<file path="config.mk">
export PLATFORM = sky130hd
export DESIGN_NAME = gsw_top
export DESIGN_NICKNAME = d
export VERILOG_FILES = /design/src/gsw_lpf.v /design/src/gsw_top.v
export VERILOG_INCLUDE_DIRS = /design/src
export SDC_FILE = /design/constraint.sdc
export NUM_CORES = 2
export LEC_CHECK = 0
export BUFFER_PORTS_ARGS = -buffer_cell sky130_fd_sc_hd__buf_2
export CAP_MARGIN = 40
export CELL_PAD_IN_SITES_DETAIL_PLACEMENT = 0
export CELL_PAD_IN_SITES_GLOBAL_PLACEMENT = 2
export CORE_UTILIZATION = 40
export CTS_CLUSTER_DIAMETER = 40
export DETAILED_ROUTE_END_ITERATION = 10
export PLACE_DENSITY_LB_ADDON = 0.1
export REMOVE_ABC_BUFFERS = 1
export SLEW_MARGIN = 20
export SYNTH_ARGS = -nofsm -noshare
export SYNTH_HDL_FRONTEND = slang
export SYNTH_HIERARCHICAL = 1
export SYNTH_SLANG_ARGS = --single-unit
export TNS_END_PERCENT = 20
</file>
<file path="constraint.sdc">
create_clock -name sys_clk -period 12.5 [get_ports sys_clk]
set_input_delay 0 -clock sys_clk [delete_from_list [all_inputs] [get_ports sys_clk]]
set_output_delay 0 -clock sys_clk [all_outputs]
set_load 0.05 [all_outputs]
</file>
<file path="src/gsw_defines.vh">
/*
 * constants of the gain switch and speed feedback selector: register
 * offsets, reset values, field positions and scaling shifts.
 * assumes inclusion by bare name from the design files only.
 */
`ifndef GSW_DEFINES_VH
`define GSW_DEFINES_VH

// ----------------------------------------------------------------
// register word indexes (byte address = index * 4)
// ----------------------------------------------------------------
`define GSW_IDX_SPD_GAIN_A     5'h00
`define GSW_IDX_INTEG_A        5'h01
`define GSW_IDX_POS_GAIN_A     5'h02
`define GSW_IDX_TQ_FILT_A      5'h03
`define GSW_IDX_SPD_GAIN_B     5'h04
`define GSW_IDX_INTEG_B        5'h05
`define GSW_IDX_POS_GAIN_B     5'h06
`define GSW_IDX_TQ_FILT_B      5'h07
`define GSW_IDX_TQ_THR         5'h08
`define GSW_IDX_DEV_THR        5'h09
`define GSW_IDX_ACC_THR        5'h0a
`define GSW_IDX_SREF_THR       5'h0b
`define GSW_IDX_PREF_THR       5'h0c
`define GSW_IDX_ASPD_THR       5'h0d
`define GSW_IDX_MODE           5'h0e
`define GSW_IDX_DELAY          5'h0f
`define GSW_IDX_RAMP           5'h10
`define GSW_IDX_HYST           5'h11
`define GSW_IDX_ENC_FILT       5'h12
`define GSW_IDX_OBS_GAIN       5'h13
`define GSW_IDX_FB_SEL         5'h14
`define GSW_NUM_CFG            21
`define GSW_IDX_STATUS         5'h18
`define GSW_IDX_POS_GAIN_NOW   5'h19
`define GSW_IDX_FB_SPEED       5'h1a
`define GSW_IDX_OBS_SPEED      5'h1b
`define GSW_IDX_ENC_SPEED      5'h1c

// ----------------------------------------------------------------
// reset values
// ----------------------------------------------------------------
`define GSW_RST_SPD_GAIN       16'h0190
`define GSW_RST_INTEG          16'h07d0
`define GSW_RST_POS_GAIN       16'h0190
`define GSW_RST_TQ_FILT        16'h0064
`define GSW_RST_THR            16'h00c8
`define GSW_RST_ENC_FILT       16'h0004
`define GSW_RST_OBS_GAIN       16'h00c8
`define GSW_RST_ZERO           16'h0000

// ----------------------------------------------------------------
// gain switch mode codes
// ----------------------------------------------------------------
`define GSW_MODE_FIX_A         4'h0
`define GSW_MODE_EXT           4'h1
`define GSW_MODE_TQ            4'h2
`define GSW_MODE_DEV           4'h3
`define GSW_MODE_ACC           4'h4
`define GSW_MODE_SREF          4'h5
`define GSW_MODE_PREF          4'h6
`define GSW_MODE_ASPD          4'h7
`define GSW_MODE_PREF_ASPD     4'h8
`define GSW_MODE_FIX_B         4'h9
`define GSW_MODE_POS_DONE      4'ha

// ----------------------------------------------------------------
// status bits, scaling
// ----------------------------------------------------------------
`define GSW_ST_SET_B           0
`define GSW_ST_PENDING         1
`define GSW_ST_RAMPING         2
`define GSW_FRAC_BITS          8
`define GSW_OBS_GAIN_SHIFT     10
`define GSW_OBS_TQ_SHIFT       4

`endif

</file>
<file path="src/gsw_lpf.v">
/*
 * first order low-pass stage for the encoder-derived speed.
 * assumes tick marks one control cycle, one sys_clk cycle wide.
 */
`timescale 1ns/100ps
`default_nettype none
`include "gsw_defines.vh"

module gsw_lpf (
    input  wire               sys_clk,
    input  wire               arst_n,
    input  wire               tick,
    input  wire signed [15:0] x_in,
    input  wire        [15:0] filt_time,
    output reg  signed [15:0] y_q
);

    // ------------------------------------------------------------
    // filter time to shift: bit length of bits 14:0, so time 0 passes through
    // ------------------------------------------------------------
    function [3:0] time_to_shift;
        input [15:0] t;
        integer i;
        begin
            time_to_shift = 4'h0;
            for (i = 0; i < 15; i = i + 1) begin
                if (t[i])
                    time_to_shift = i[3:0] + 4'h1;
            end
        end
    endfunction

    reg signed [31:0] acc_q;
    wire signed [31:0] x_ext;
    wire signed [31:0] err;
    wire        [3:0]  shift;

    assign x_ext = {{8{x_in[15]}}, x_in, {`GSW_FRAC_BITS{1'b0}}};
    assign err   = x_ext - acc_q;
    assign shift = time_to_shift(filt_time);

    // larger time, longer shift: smoother but more phase lag
    always @(posedge sys_clk or negedge arst_n) begin
        if (!arst_n) begin
            acc_q <= 32'h0000_0000;
            y_q   <= 16'sh0000;
        end else if (tick) begin
            acc_q <= acc_q + (err >>> shift);
            y_q   <= acc_q[23:8];
        end
    end

endmodule
`default_nettype wire

</file>
<file path="src/gsw_top.v">
/*
 * gain set selection and speed feedback selection with apb registers.
 * assumes ctrl_tick pulses once per control cycle and every process
 * input is synchronous to sys_clk; magnitudes arrive unsigned.
 */
//
// How it works
// - two stored gain sets, one applied
// - first set applies by default, after reset
// - mode 0 always first set
// - mode 1 follows external select input
// - mode 10 follows positioning completed flag
// - modes 2..7 pick quantity and threshold
// - quantity above threshold plus hysteresis selects second set
// - hysteresis band stops threshold chatter
// - mode 8 position above threshold plus hysteresis
// - mode 8 actual speed above speed threshold
// - mode 8 needs both conditions true
// - mode 9 always second set
// - feedback select: 0 encoder, 1 observer
// - encoder speed is position difference per cycle
// - observer runs always, estimate readable
// - encoder speed low-pass with settable time
// - observer gain sets tracking strength
`timescale 1ns/100ps
`default_nettype none
`include "gsw_defines.vh"

module gsw_top (
    input  wire               sys_clk,
    input  wire               arst_n,
    input  wire               psel,
    input  wire               penable,
    input  wire               pwrite,
    input  wire        [7:0]  paddr,
    input  wire        [31:0] pwdata,
    output reg         [31:0] prdata,
    output reg                pready,
    output reg                pslverr,
    input  wire               ctrl_tick,
    input  wire               gain_sel_in,
    input  wire               pos_done_in,
    input  wire        [15:0] torque_ref_mag,
    input  wire        [15:0] pos_dev_mag,
    input  wire        [15:0] accel_mag,
    input  wire        [15:0] speed_ref_mag,
    input  wire        [15:0] pos_ref_mag,
    input  wire        [15:0] actual_speed_mag,
    input  wire        [31:0] encoder_pos,
    input  wire signed [15:0] torque_cmd,
    output reg         [15:0] speed_loop_gain,
    output reg         [15:0] speed_integral_time,
    output reg         [15:0] position_loop_gain,
    output reg         [15:0] torque_filter_time,
    output reg                gain_set_b,
    output reg  signed [15:0] speed_feedback,
    output reg  signed [15:0] observed_speed
);
    localparam [1:0] ST_IDLE = 2'h0;
    localparam [1:0] ST_WAIT = 2'h1;
    localparam [1:0] ST_RAMP = 2'h2;
    // ------------------------------------------------------------
    // register file
    // ------------------------------------------------------------
    function [15:0] rst_val;
        input [4:0] idx;
        begin
            case (idx)
                `GSW_IDX_SPD_GAIN_A, `GSW_IDX_SPD_GAIN_B:
                    rst_val = `GSW_RST_SPD_GAIN;
                `GSW_IDX_INTEG_A, `GSW_IDX_INTEG_B:
                    rst_val = `GSW_RST_INTEG;
                `GSW_IDX_POS_GAIN_A, `GSW_IDX_POS_GAIN_B:
                    rst_val = `GSW_RST_POS_GAIN;
                `GSW_IDX_TQ_FILT_A, `GSW_IDX_TQ_FILT_B:
                    rst_val = `GSW_RST_TQ_FILT;
                `GSW_IDX_TQ_THR, `GSW_IDX_DEV_THR, `GSW_IDX_ACC_THR,
                `GSW_IDX_SREF_THR, `GSW_IDX_PREF_THR, `GSW_IDX_ASPD_THR:
                    rst_val = `GSW_RST_THR;
                `GSW_IDX_ENC_FILT: rst_val = `GSW_RST_ENC_FILT;
                `GSW_IDX_OBS_GAIN: rst_val = `GSW_RST_OBS_GAIN;
                default:           rst_val = `GSW_RST_ZERO;
            endcase
        end
    endfunction
    // field width per register; upper bits read as zero
    function [15:0] field_mask;
        input [4:0] idx;
        begin
            case (idx)
                `GSW_IDX_MODE:     field_mask = 16'h000f;
                `GSW_IDX_FB_SEL:   field_mask = 16'h0001;
                `GSW_IDX_OBS_GAIN: field_mask = 16'h03ff;
                default:           field_mask = 16'hffff;
            endcase
        end
    endfunction
    reg [15:0] cfg_q [0:`GSW_NUM_CFG-1];
    wire [4:0] reg_idx;
    wire       cfg_hit;
    wire       wr_en;
    assign reg_idx = paddr[6:2];
    assign cfg_hit = (paddr[7] == 1'b0) && (paddr[1:0] == 2'h0) &&
                     (reg_idx < `GSW_NUM_CFG);
    assign wr_en   = psel && penable && pready && pwrite && cfg_hit;
    genvar gi;
    generate
        for (gi = 0; gi < `GSW_NUM_CFG; gi = gi + 1) begin : g_cfg
            always @(posedge sys_clk or negedge arst_n) begin
                if (!arst_n)
                    cfg_q[gi] <= rst_val(gi[4:0]);
                else if (wr_en && reg_idx == gi[4:0])
                    cfg_q[gi] <= pwdata[15:0] & field_mask(gi[4:0]);
            end
        end
    endgenerate
    wire [3:0]  mode      = cfg_q[`GSW_IDX_MODE][3:0];
    wire [15:0] delay_cyc = cfg_q[`GSW_IDX_DELAY];
    wire [15:0] ramp_cyc  = cfg_q[`GSW_IDX_RAMP];
    wire [15:0] hyst      = cfg_q[`GSW_IDX_HYST];
    wire        fb_sel    = cfg_q[`GSW_IDX_FB_SEL][0];
    // ------------------------------------------------------------
    // switching condition
    // ------------------------------------------------------------
    reg [15:0] q_sel;
    reg [15:0] thr_sel;
    always @* begin
        case (mode)
            `GSW_MODE_TQ: begin
                q_sel   = torque_ref_mag;
                thr_sel = cfg_q[`GSW_IDX_TQ_THR];
            end
            `GSW_MODE_DEV: begin
                q_sel   = pos_dev_mag;
                thr_sel = cfg_q[`GSW_IDX_DEV_THR];
            end
            `GSW_MODE_ACC: begin
                q_sel   = accel_mag;
                thr_sel = cfg_q[`GSW_IDX_ACC_THR];
            end
            `GSW_MODE_SREF: begin
                q_sel   = speed_ref_mag;
                thr_sel = cfg_q[`GSW_IDX_SREF_THR];
            end
            `GSW_MODE_ASPD: begin
                q_sel   = actual_speed_mag;
                thr_sel = cfg_q[`GSW_IDX_ASPD_THR];
            end
            default: begin
                q_sel   = pos_ref_mag;
                thr_sel = cfg_q[`GSW_IDX_PREF_THR];
            end
        endcase
    end
    // 17-bit sum so a large hysteresis cannot wrap the upper edge
    wire [16:0] upper   = {1'b0, thr_sel} + {1'b0, hyst};
    wire        above   = {1'b0, q_sel} > upper;
    wire        at_low  = q_sel <= thr_sel;
    wire        spd_ok  = actual_speed_mag >
                          cfg_q[`GSW_IDX_ASPD_THR];
    reg         hcond_q;
    wire        hcond_d = above ? 1'b1 :
                          (at_low ? 1'b0 : hcond_q);
    always @(posedge sys_clk or negedge arst_n) begin
        if (!arst_n)
            hcond_q <= 1'b0;
        else if (ctrl_tick)
            hcond_q <= hcond_d;
    end
    reg want_b;
    always @* begin
        case (mode)
            `GSW_MODE_FIX_A:     want_b = 1'b0;
            `GSW_MODE_EXT:       want_b = gain_sel_in;
            `GSW_MODE_TQ, `GSW_MODE_DEV, `GSW_MODE_ACC,
            `GSW_MODE_SREF, `GSW_MODE_PREF, `GSW_MODE_ASPD:
                                 want_b = hcond_d;
            `GSW_MODE_PREF_ASPD: want_b = hcond_d && spd_ok;
            `GSW_MODE_FIX_B:     want_b = 1'b1;
            `GSW_MODE_POS_DONE:  want_b = pos_done_in;
            default:             want_b = 1'b0;
        endcase
    end
    // ------------------------------------------------------------
    // switch sequencer: delay, then position gain ramp
    // ------------------------------------------------------------
    reg [1:0]  st_q;
    reg        set_b_q;
    reg        target_q;
    reg [15:0] dcnt_q;
    reg [15:0] pg_q;
    reg [31:0] acc_q;
    reg [15:0] span_q;
    wire [15:0] pg_tgt = set_b_q ? cfg_q[`GSW_IDX_POS_GAIN_B] :
                                   cfg_q[`GSW_IDX_POS_GAIN_A];
    wire [15:0] pg_new = target_q ? cfg_q[`GSW_IDX_POS_GAIN_B] :
                                    cfg_q[`GSW_IDX_POS_GAIN_A];
    wire [15:0] span_new = (pg_new > pg_q) ? (pg_new - pg_q) :
                                             (pg_q - pg_new);
    wire [15:0] dcnt_inc = dcnt_q + 16'h0001;
    // one unit of gain per sys_clk cycle at most; fine while a control
    // cycle spans many clocks, else the ramp runs late
    always @(posedge sys_clk or negedge arst_n) begin
        if (!arst_n) begin
            st_q     <= ST_IDLE;
            set_b_q  <= 1'b0;
            target_q <= 1'b0;
            dcnt_q   <= 16'h0000;
            pg_q     <= `GSW_RST_POS_GAIN;
            acc_q    <= 32'h0000_0000;
            span_q   <= 16'h0000;
        end else begin
            case (st_q)
                ST_IDLE: begin
                    pg_q <= pg_tgt;
                    if (ctrl_tick && want_b != set_b_q) begin
                        target_q <= want_b;
                        dcnt_q   <= 16'h0000;
                        st_q     <= ST_WAIT;
                    end
                end
                ST_WAIT: begin
                    if (want_b != target_q) begin
                        st_q <= ST_IDLE;
                    end else if (dcnt_q >= delay_cyc) begin
                        set_b_q <= target_q;
                        span_q  <= span_new;
                        acc_q   <= 32'h0000_0000;
                        st_q    <= ST_RAMP;
                    end else if (ctrl_tick) begin
                        dcnt_q <= dcnt_inc;
                    end
                end
                ST_RAMP: begin
                    if (ramp_cyc == 16'h0000 || pg_q == pg_tgt) begin
                        pg_q <= pg_tgt;
                        st_q <= ST_IDLE;
                    end else if (acc_q >= {16'h0000, ramp_cyc}) begin
                        pg_q  <= (pg_tgt > pg_q) ? pg_q + 16'h0001 :
                                                   pg_q - 16'h0001;
                        acc_q <= acc_q - {16'h0000, ramp_cyc} +
                                 (ctrl_tick ? {16'h0000, span_q} :
                                              32'h0000_0000);
                    end else if (ctrl_tick) begin
                        acc_q <= acc_q + {16'h0000, span_q};
                    end
                end
                default: st_q <= ST_IDLE;
            endcase
        end
    end
    // ------------------------------------------------------------
    // speed sources
    // ------------------------------------------------------------
    reg  [31:0]        pos_prev_q;
    reg  signed [15:0] enc_raw_q;
    wire signed [15:0] enc_filt;
    wire [31:0]        pos_diff = encoder_pos - pos_prev_q;
    always @(posedge sys_clk or negedge arst_n) begin
        if (!arst_n) begin
            pos_prev_q <= 32'h0000_0000;
            enc_raw_q  <= 16'sh0000;
        end else if (ctrl_tick) begin
            pos_prev_q <= encoder_pos;
            enc_raw_q  <= pos_diff[15:0];
        end
    end
    gsw_lpf u_enc_lpf (
        .sys_clk   (sys_clk),
        .arst_n    (arst_n),
        .tick      (ctrl_tick),
        .x_in      (enc_raw_q),
        .filt_time (cfg_q[`GSW_IDX_ENC_FILT]),
        .y_q       (enc_filt)
    );
    // observer: torque drives the estimate, encoder error corrects it
    reg  signed [31:0] obs_q;
    wire signed [31:0] enc_ext = {{8{enc_raw_q[15]}}, enc_raw_q,
                                  {`GSW_FRAC_BITS{1'b0}}};
    wire signed [31:0] obs_err = enc_ext - obs_q;
    wire signed [43:0] obs_cor = obs_err *
                                 $signed({1'b0, cfg_q[`GSW_IDX_OBS_GAIN][9:0]});
    wire signed [43:0] obs_cor_s = obs_cor >>> `GSW_OBS_GAIN_SHIFT;
    wire signed [31:0] tq_ext = {{16{torque_cmd[15]}}, torque_cmd};
    always @(posedge sys_clk or negedge arst_n) begin
        if (!arst_n)
            obs_q <= 32'h0000_0000;
        else if (ctrl_tick)
            obs_q <= obs_q + (tq_ext >>> `GSW_OBS_TQ_SHIFT) +
                     obs_cor_s[31:0];
    end
    // ------------------------------------------------------------
    // registered outputs
    // ------------------------------------------------------------
    always @(posedge sys_clk or negedge arst_n) begin
        if (!arst_n) begin
            speed_loop_gain     <= `GSW_RST_SPD_GAIN;
            speed_integral_time <= `GSW_RST_INTEG;
            position_loop_gain  <= `GSW_RST_POS_GAIN;
            torque_filter_time  <= `GSW_RST_TQ_FILT;
            gain_set_b          <= 1'b0;
            speed_feedback      <= 16'sh0000;
            observed_speed      <= 16'sh0000;
        end else begin
            speed_loop_gain     <= set_b_q ? cfg_q[`GSW_IDX_SPD_GAIN_B] :
                                             cfg_q[`GSW_IDX_SPD_GAIN_A];
            speed_integral_time <= set_b_q ? cfg_q[`GSW_IDX_INTEG_B] :
                                             cfg_q[`GSW_IDX_INTEG_A];
            torque_filter_time  <= set_b_q ? cfg_q[`GSW_IDX_TQ_FILT_B] :
                                             cfg_q[`GSW_IDX_TQ_FILT_A];
            position_loop_gain  <= pg_q;
            gain_set_b          <= set_b_q;
            speed_feedback      <= fb_sel ? obs_q[23:8] : enc_filt;
            observed_speed      <= obs_q[23:8];
        end
    end
    // ------------------------------------------------------------
    // apb slave: answer prepared in setup, no wait states
    // ------------------------------------------------------------
    reg [31:0] rd_val;
    reg        rd_ok;
    always @* begin
        rd_val = 32'h0000_0000;
        rd_ok  = 1'b1;
        if (cfg_hit) begin
            rd_val = {16'h0000, cfg_q[reg_idx]};
        end else if (paddr[1:0] != 2'h0) begin
            rd_ok = 1'b0;
        end else begin
            case (reg_idx)
                `GSW_IDX_STATUS:
                    rd_val = {29'h0, st_q == ST_RAMP, st_q == ST_WAIT,
                              set_b_q};
                `GSW_IDX_POS_GAIN_NOW: rd_val = {16'h0000, pg_q};
                `GSW_IDX_FB_SPEED:
                    rd_val = {{16{speed_feedback[15]}}, speed_feedback};
                `GSW_IDX_OBS_SPEED:
                    rd_val = {{16{obs_q[23]}}, obs_q[23:8]};
                `GSW_IDX_ENC_SPEED:
                    rd_val = {{16{enc_filt[15]}}, enc_filt};
                default: rd_ok = 1'b0;
            endcase
            // upper half is unmapped: no data may leak out on a refusal
            if (paddr[7]) begin
                rd_val = 32'h0000_0000;
                rd_ok  = 1'b0;
            end
        end
    end
    always @(posedge sys_clk or negedge arst_n) begin
        if (!arst_n) begin
            prdata  <= 32'h0000_0000;
            pready  <= 1'b0;
            pslverr <= 1'b0;
        end else if (psel && !penable) begin
            pready  <= 1'b1;
            prdata  <= pwrite ? 32'h0000_0000 : rd_val;
            // writes to status words and unmapped words are refused
            pslverr <= pwrite ? !cfg_hit : !rd_ok;
        end else begin
            pready  <= 1'b0;
            pslverr <= 1'b0;
        end
    end

endmodule
`default_nettype wire

</file>
# Word-level counts from Yosys, hierarchy flattened
# Index checks and enable logic that the tools add are counted.
[totals]
ff_bits = 631
inputBits = 192
[classes]
add_sub_neg = 15
mul = 1
n_lt_le_gt_ge = 9
eq_ne = 50
n_shift = 1
mux = 63
bitwise = 3
n_reduce_logical = 50
[op_table]
columns = ["cell", "n"]
rows = [
  ["$mux W32", 9],
  ["$mux W16", 17],
  ["$pmux W16 S5", 2],
  ["$pmux W32 S5", 1],
  ["$bmux W16 S5", 1],
  ["$add A32 B16 Y32", 2],
  ["$add A32 B32 Y32", 2],
  ["$pmux W16 S2", 2],
  ["$pmux W32 S2", 1],
  ["$sub A24 B32 Y32", 2],
  ["$mux W4", 14],
  ["$eq A5 B5 Y1 const B", 10],
  ["$gt A16 B16 Y1", 3],
  ["$sub A16 B16 Y16", 3],
  ["$mul A32 B11 Y42", 1],
  ["$eq A5 B4 Y1 const B", 8],
  ["$add A16 B1 Y16 const B", 2],
  ["$add A32 B28 Y32", 1],
  ["$ge A32 B16 Y1", 1],
  ["$sshr A32 B4 Y32", 1],
  ["$sub A32 B16 Y32", 1],
  ["$logic_and A1 B1 Y1", 30],
  ["$eq A5 B3 Y1 const B", 4],
  ["$add A16 B16 Y17", 1],
  ["other kinds (35)", 73],
]

# Longest topological paths before layout
[logic_depth]
depth_word = 17
mapped_depth = 41

# Modules after synthesis
# Netlist, hierarchy kept.
[by_module_without_submodules]
columns = ["module", "instances", "cells_per_inst", "area_each_um2", "seq_area_each_um2"]
rows = [
  ["gsw_top", 1, 4856, 48541.6, 14301.2],
  ["gsw_lpf", 1, 877, 6686.4, 1201.2],
]

# Least setup slack after synthesis
# No wires, ideal clock.
[synth_timing]
path_type = "register to register"
from = "register obs_q[0]"
to = "register obs_q[30]"
setup_time_ns = 0.087
arrival_time_ns = 9.054
required_time_ns = 12.413
path_slack_ns = 3.360
path_stages_with_launch = 38
path_buffers = 1
synth_period_minus_slack_ns = 9.140
cell_sequence = "dfrtp_1 clkbuf_1 inv_1 ha_1 nor3b_1 nand4_1 a31oi_1 nor2_1 xnor2_1 nand2_1 fa_1 fa_1 inv_1 fa_1 fa_1 fa_1 ha_1 a21oi_1 [... 2 more ...] a21o_1 and2_1 a31oi_1 inv_1 a21oi_1 xnor2_1 fa_1 ha_1 a21o_1 a211oi_1 o21a_1 o32ai_1 o41a_1 nand2_1 o221ai_1 o21ai_0 mux2_2 o211ai_1"
[synth_between]
elab_chain_len = 3
word_cells_on_any_way = 4
classes_between = "3 x add/sub; 1 x mul"
[synth_lines]
columns = ["element", "line_no", "text"]
rows = [
  ["start: declaration", "gsw_top.v:277", "reg signed [31:0] obs_q;"],
  ["start signal: assignment", "gsw_top.v:289", "obs_q <= obs_q + (tq_ext >>> `GSW_OBS_TQ_SHIFT) +"],
  ["$sub A24 B32 Y32", "gsw_top.v:280", "wire signed [31:0] obs_err = enc_ext - obs_q;"],
  ["$mul A32 B11 Y42", "gsw_top.v:281", "wire signed [43:0] obs_cor = obs_err *"],
  ["$add A32 B32 Y32 *", "gsw_top.v:289", ""],
]
# Every way passes the cells marked *; elsewhere a longest branch is shown, timed or not.
# A chain may end at the register's enable or synchronous reset.

# Final worst setup path
[layout_timing]
from = "register obs_q[0]"
to = "register obs_q[31]"
# The elaborated chain is that of the path after synthesis.

==> results.txt <==
The area of the mapped netlist came out at 0.05523 mm2. The total track usage is 28.18%. Among the stages of the critical path, the cell type that occurs most often is fa_1. The reg-to-reg startpoint is obs_q[0]$_DFFE_PN0P_. The sequential fraction of the synthesis area came out at 28.07%.

The buffer levels on the longest clock path is 3. At the pin with the least slew margin, the transition time is 1015 ps. The via count of the first global-routing pass came out at 45,344.

The synthesized netlist cell count is 5,733. The number of buffers added on ports came out at 286. After floorplanning, the core was divided into 135 placement rows. The routed wire length came out at 197,100 um.

The share of the synthesized area in the top cell type came out at 24.74%. The largest voltage drop on the vdd net came out at 0.0002244 V. The critical path starts at obs_q[0]$_DFFE_PN0P_. Setup slack on the critical path of the routed design comes to 1781 ps. The boundary pin count came out at 323. The predominant post-synthesis flop cell is dfrtp_1. Per report_power, the sequential group accounts for 21.7% of the total. The minimum clock period is 10,720 ps. The worst setup path is captured at a flip-flop. By area the synthesized netlist is led by dfrtp_1 (25%), fa_1 (12%), ha_1 (10%). The core region is 0.1361 mm2. The sink count of the clock tree came out at 616. The count of max-cap constraint violations is 0. The via density per instance came out at 5.673. The relative max-transition margin came out at 32.33%. Synthesis instantiated 101 different standard cells from the library. Once layout is complete, the utilization of the core stands at 47.40%.

The die span in x is 373.6 um. The worst clock skew is 59.68 ps. The final hold violation count is 0. The worst slack after detailed placement came out at 1846 ps.

The post-route clock period utilization is 85.75%. The detailed router placed 45,225 vias in this run. Summed over all instances, the cell type with the most area after synthesis is dfrtp_1. The number of register bits inferred by synthesis is 616. The arrival time of data at the critical path endpoint came out at 11,370 ps. The share of async-settable or async-resettable flops after synthesis is 100.0%. The number of flops mapped to enable cells by yosys came out at 0.

After detailed routing, the number of remaining DRC violations is 0. The filler cell count in the final layout came out at 13,139. The H-tree was split into 4 levels. The maximum achievable frequency is 93.29 MHz.

The slowest stage of the critical path is the or4_1 cell. Clock-pin slew was measured on the worst setup and hold paths at 50 ps. The part of the total power dissipated in combinational logic is 46.6%.

The initial antenna violation count is 8. After the last flow step, the layout net total stands at 7,038. The TritonCTS buffer count came out at 131. The startpoint of the most critical hold path is encoder_pos[2]. Cell internal power was estimated by the tool at 6.697 mW. The buffers inserted during post-CTS setup optimization came out at 0. The starting density of the core is 40.57%. Relative to the synthesized area, the layout overhead comes to 16.84%. The die area is 0.1396 mm2. The static leakage power came out at 31.27 nW. The first-pass iteration count of the detailed router came out at 8. The average detailed-routed wire length per instance came out at 24.73 um. The final total negative setup slack came out at 0 ps. The power density over the cells is 182.0 mW/mm2. The number of pins with negative max-slew slack in the final report is 0. The detailed router finished its first iteration with 3,310 violations. Setup repair after global routing left no endpoint under its margin.

Clock tree synthesis selected as its root buffer the cell clkbuf_16. The mean instance size in the synthesized netlist came out at 9.633 um2. The clock network accounts for 31.7% of the total power. The first global-routing pass estimated 295,800 um of wire.

Of the total power, the share spent switching nets is 42.98%. In this run the worst hold path is classified as in2reg. The die height came out at 373.6 um. Counting instances in the post-synthesis netlist gives the leading cell types as inv_1 (636), dfrtp_1 (546), nand2_1 (542).

The antenna violation net count after detailed routing came out at 0. Yosys printed 6 warnings. Overall power consumption after layout is estimated at 11.75 mW. The CTS tree is built. The startpoint kind of the worst setup timing path is a flip-flop. The category of the critical setup timing path is reg2reg.

At the worst endpoint, the required time is 13,150 ps. The placer congestion estimate is 0.8964. The total congestion overflow came out at 0. The clock latency of the later-clocked register in the worst-skew pair came out at 780 ps. The fraction of final layout cells with drive strength greater than 1 is 20.67%.

The half-perimeter wire length of the detailed placement result came out at 152,400 um. Grouping stages by cell kind, the critical path spends the most delay in adder cells. The biggest cell delay along the critical path came out at 710 ps. The maximum number of pins on one net before global-route repair is 107. The maximum fanout encountered on the critical timing path came out at 12. The cell with the most instances after synthesis is inv_1. The critical path contains buffers and inverters numbering 3 combined. The flow ran to the end, and the final reports show no timing, DRC or antenna violations.

Setup violations remaining at the end of the flow were counted as 0. The power spent charging and discharging nets came out at 5.049 mW.
-- power by group through the flow --
stage	registers (mW)	clock network, mW	logic, mW
floorplan	2.59	0	3.54
global placement	2.58	0	5.40
detailed placement	2.58	0	5.44
CTS	2.55	3.79	5.49
global route	2.57	3.88	6.05
finish	2.55	3.73	5.47
-- path summary, 6_finish.rpt --
| check | to | slack, ps | cells after the start |
|---|---|---|---|
| min reg2reg | observed_speed[1]$_DFF_PN0_ | 400 | 0 |
| max | obs_q[31]$_DFFE_PN0P_ | 1780 | 35 |
| max in group asynchronous | obs_q[30]$_DFFE_PN0P_ | 10270 | 9 |
| min in group asynchronous | cfg_q[120]$_DFFE_PN0P_ | 220 | 3 |
| max reg2reg | obs_q[31]$_DFFE_PN0P_ | 1780 | 35 |
| min | pos_prev_q[2]$_DFFE_PN0P_ | 50 | 4 |
-- layout make-up --
type | instances | area, um2 | area share (%)
Antenna cell | 4 | 10.01 | 0.01551
Clock buffer | 166 | 3642 | 5.644
Clock inverter | 76 | 1105 | 1.712
Inverter | 638 | 2395 | 3.711
Multi-Input combinational cell | 4216 | 36350 | 56.34
Sequential cell | 616 | 15510 | 24.03
Tap cell | 1781 | 2228 | 3.453
Timing Repair Buffer | 475 | 3289 | 5.097
-- routing by layer --
layer / up-vias / wire length [um] / GRT usage, % / part of all wire [%]
met5: - / 24 / 0 / 0.012
met4: 4 / 4936 / 7.438 / 2.5
met3: 243 / 11140 / 4.644 / 5.7
met2: 1260 / 94010 / 47.20 / 48
met1: 22854 / 87000 / 37.58 / 44
li1: 20864 / - / - / -
-- flip-flops by register name, indices dropped and copies added (netlist names), 17 cells and up --
name             cells
obs_q               32
cfg_q              255
u_enc_lpf/acc_q     32
prdata              17
acc_q               32
-- what timing repair did --
item                      in CTS  in global routing
hold endpoints to repair     488                  0
gates resized for setup        0                  0
hold buffers                  56                  0
-- per-stage QoR --
stage	hold WS (ps)	cells	instance area [um2]
after global placement	200.0	7632	58650
after floorplan	-295.6	5470	54160
after detailed placement	198.4	7662	59040
final	52.52	7972	64530
after global routing	65.73	7968	64520
after CTS	7.582	7960	64360
-- cell families after synthesis --
| family | after synthesis | synth area share [%] |
|---|---|---|
| DFF | 616 | 28.07 |
| and+or+nand+nor | 1374 | 11.89 |
| buffers and inverters | 901 | 6.266 |
| AOI/OAI and AO/OA | 1281 | 15.40 |
| muxes | 578 | 13.13 |
| xor gates and xnor gates | 215 | 3.489 |
| adders and majority gates | 768 | 21.76 |
-- tightest hold or removal path, cell delays in order --
cell	delay [ps]
dlygate4sd3_1	520
buf_2	120
nand2_1	50
o21ai_0	60
-- layout by cell type (no fill, tap or decap), types with 59 or more instances in the layout --
master / Yosys / routed
nand2_1: 542 / 542
nor3_1: 62 / 59
dfrtp_1: 546 / 544
o21ai_0: 330 / 330
mux2i_1: 83 / 83
a21o_1: 113 / 113
clkbuf_16: 0 / 133
mux2_2: 420 / 420
fa_1: 321 / 321
xor2_1: 70 / 70
nor2_1: 239 / 238
mux4_2: 75 / 75
xnor2_1: 140 / 140
ha_1: 447 / 447
dfstp_2: 70 / 70
and2_1: 173 / 174
buf_2: 6 / 288
a21oi_1: 279 / 279
buf_4: 15 / 106
inv_1: 636 / 636
nand3_1: 89 / 89
No activity file was read; power rests on OpenSTA's default activity.
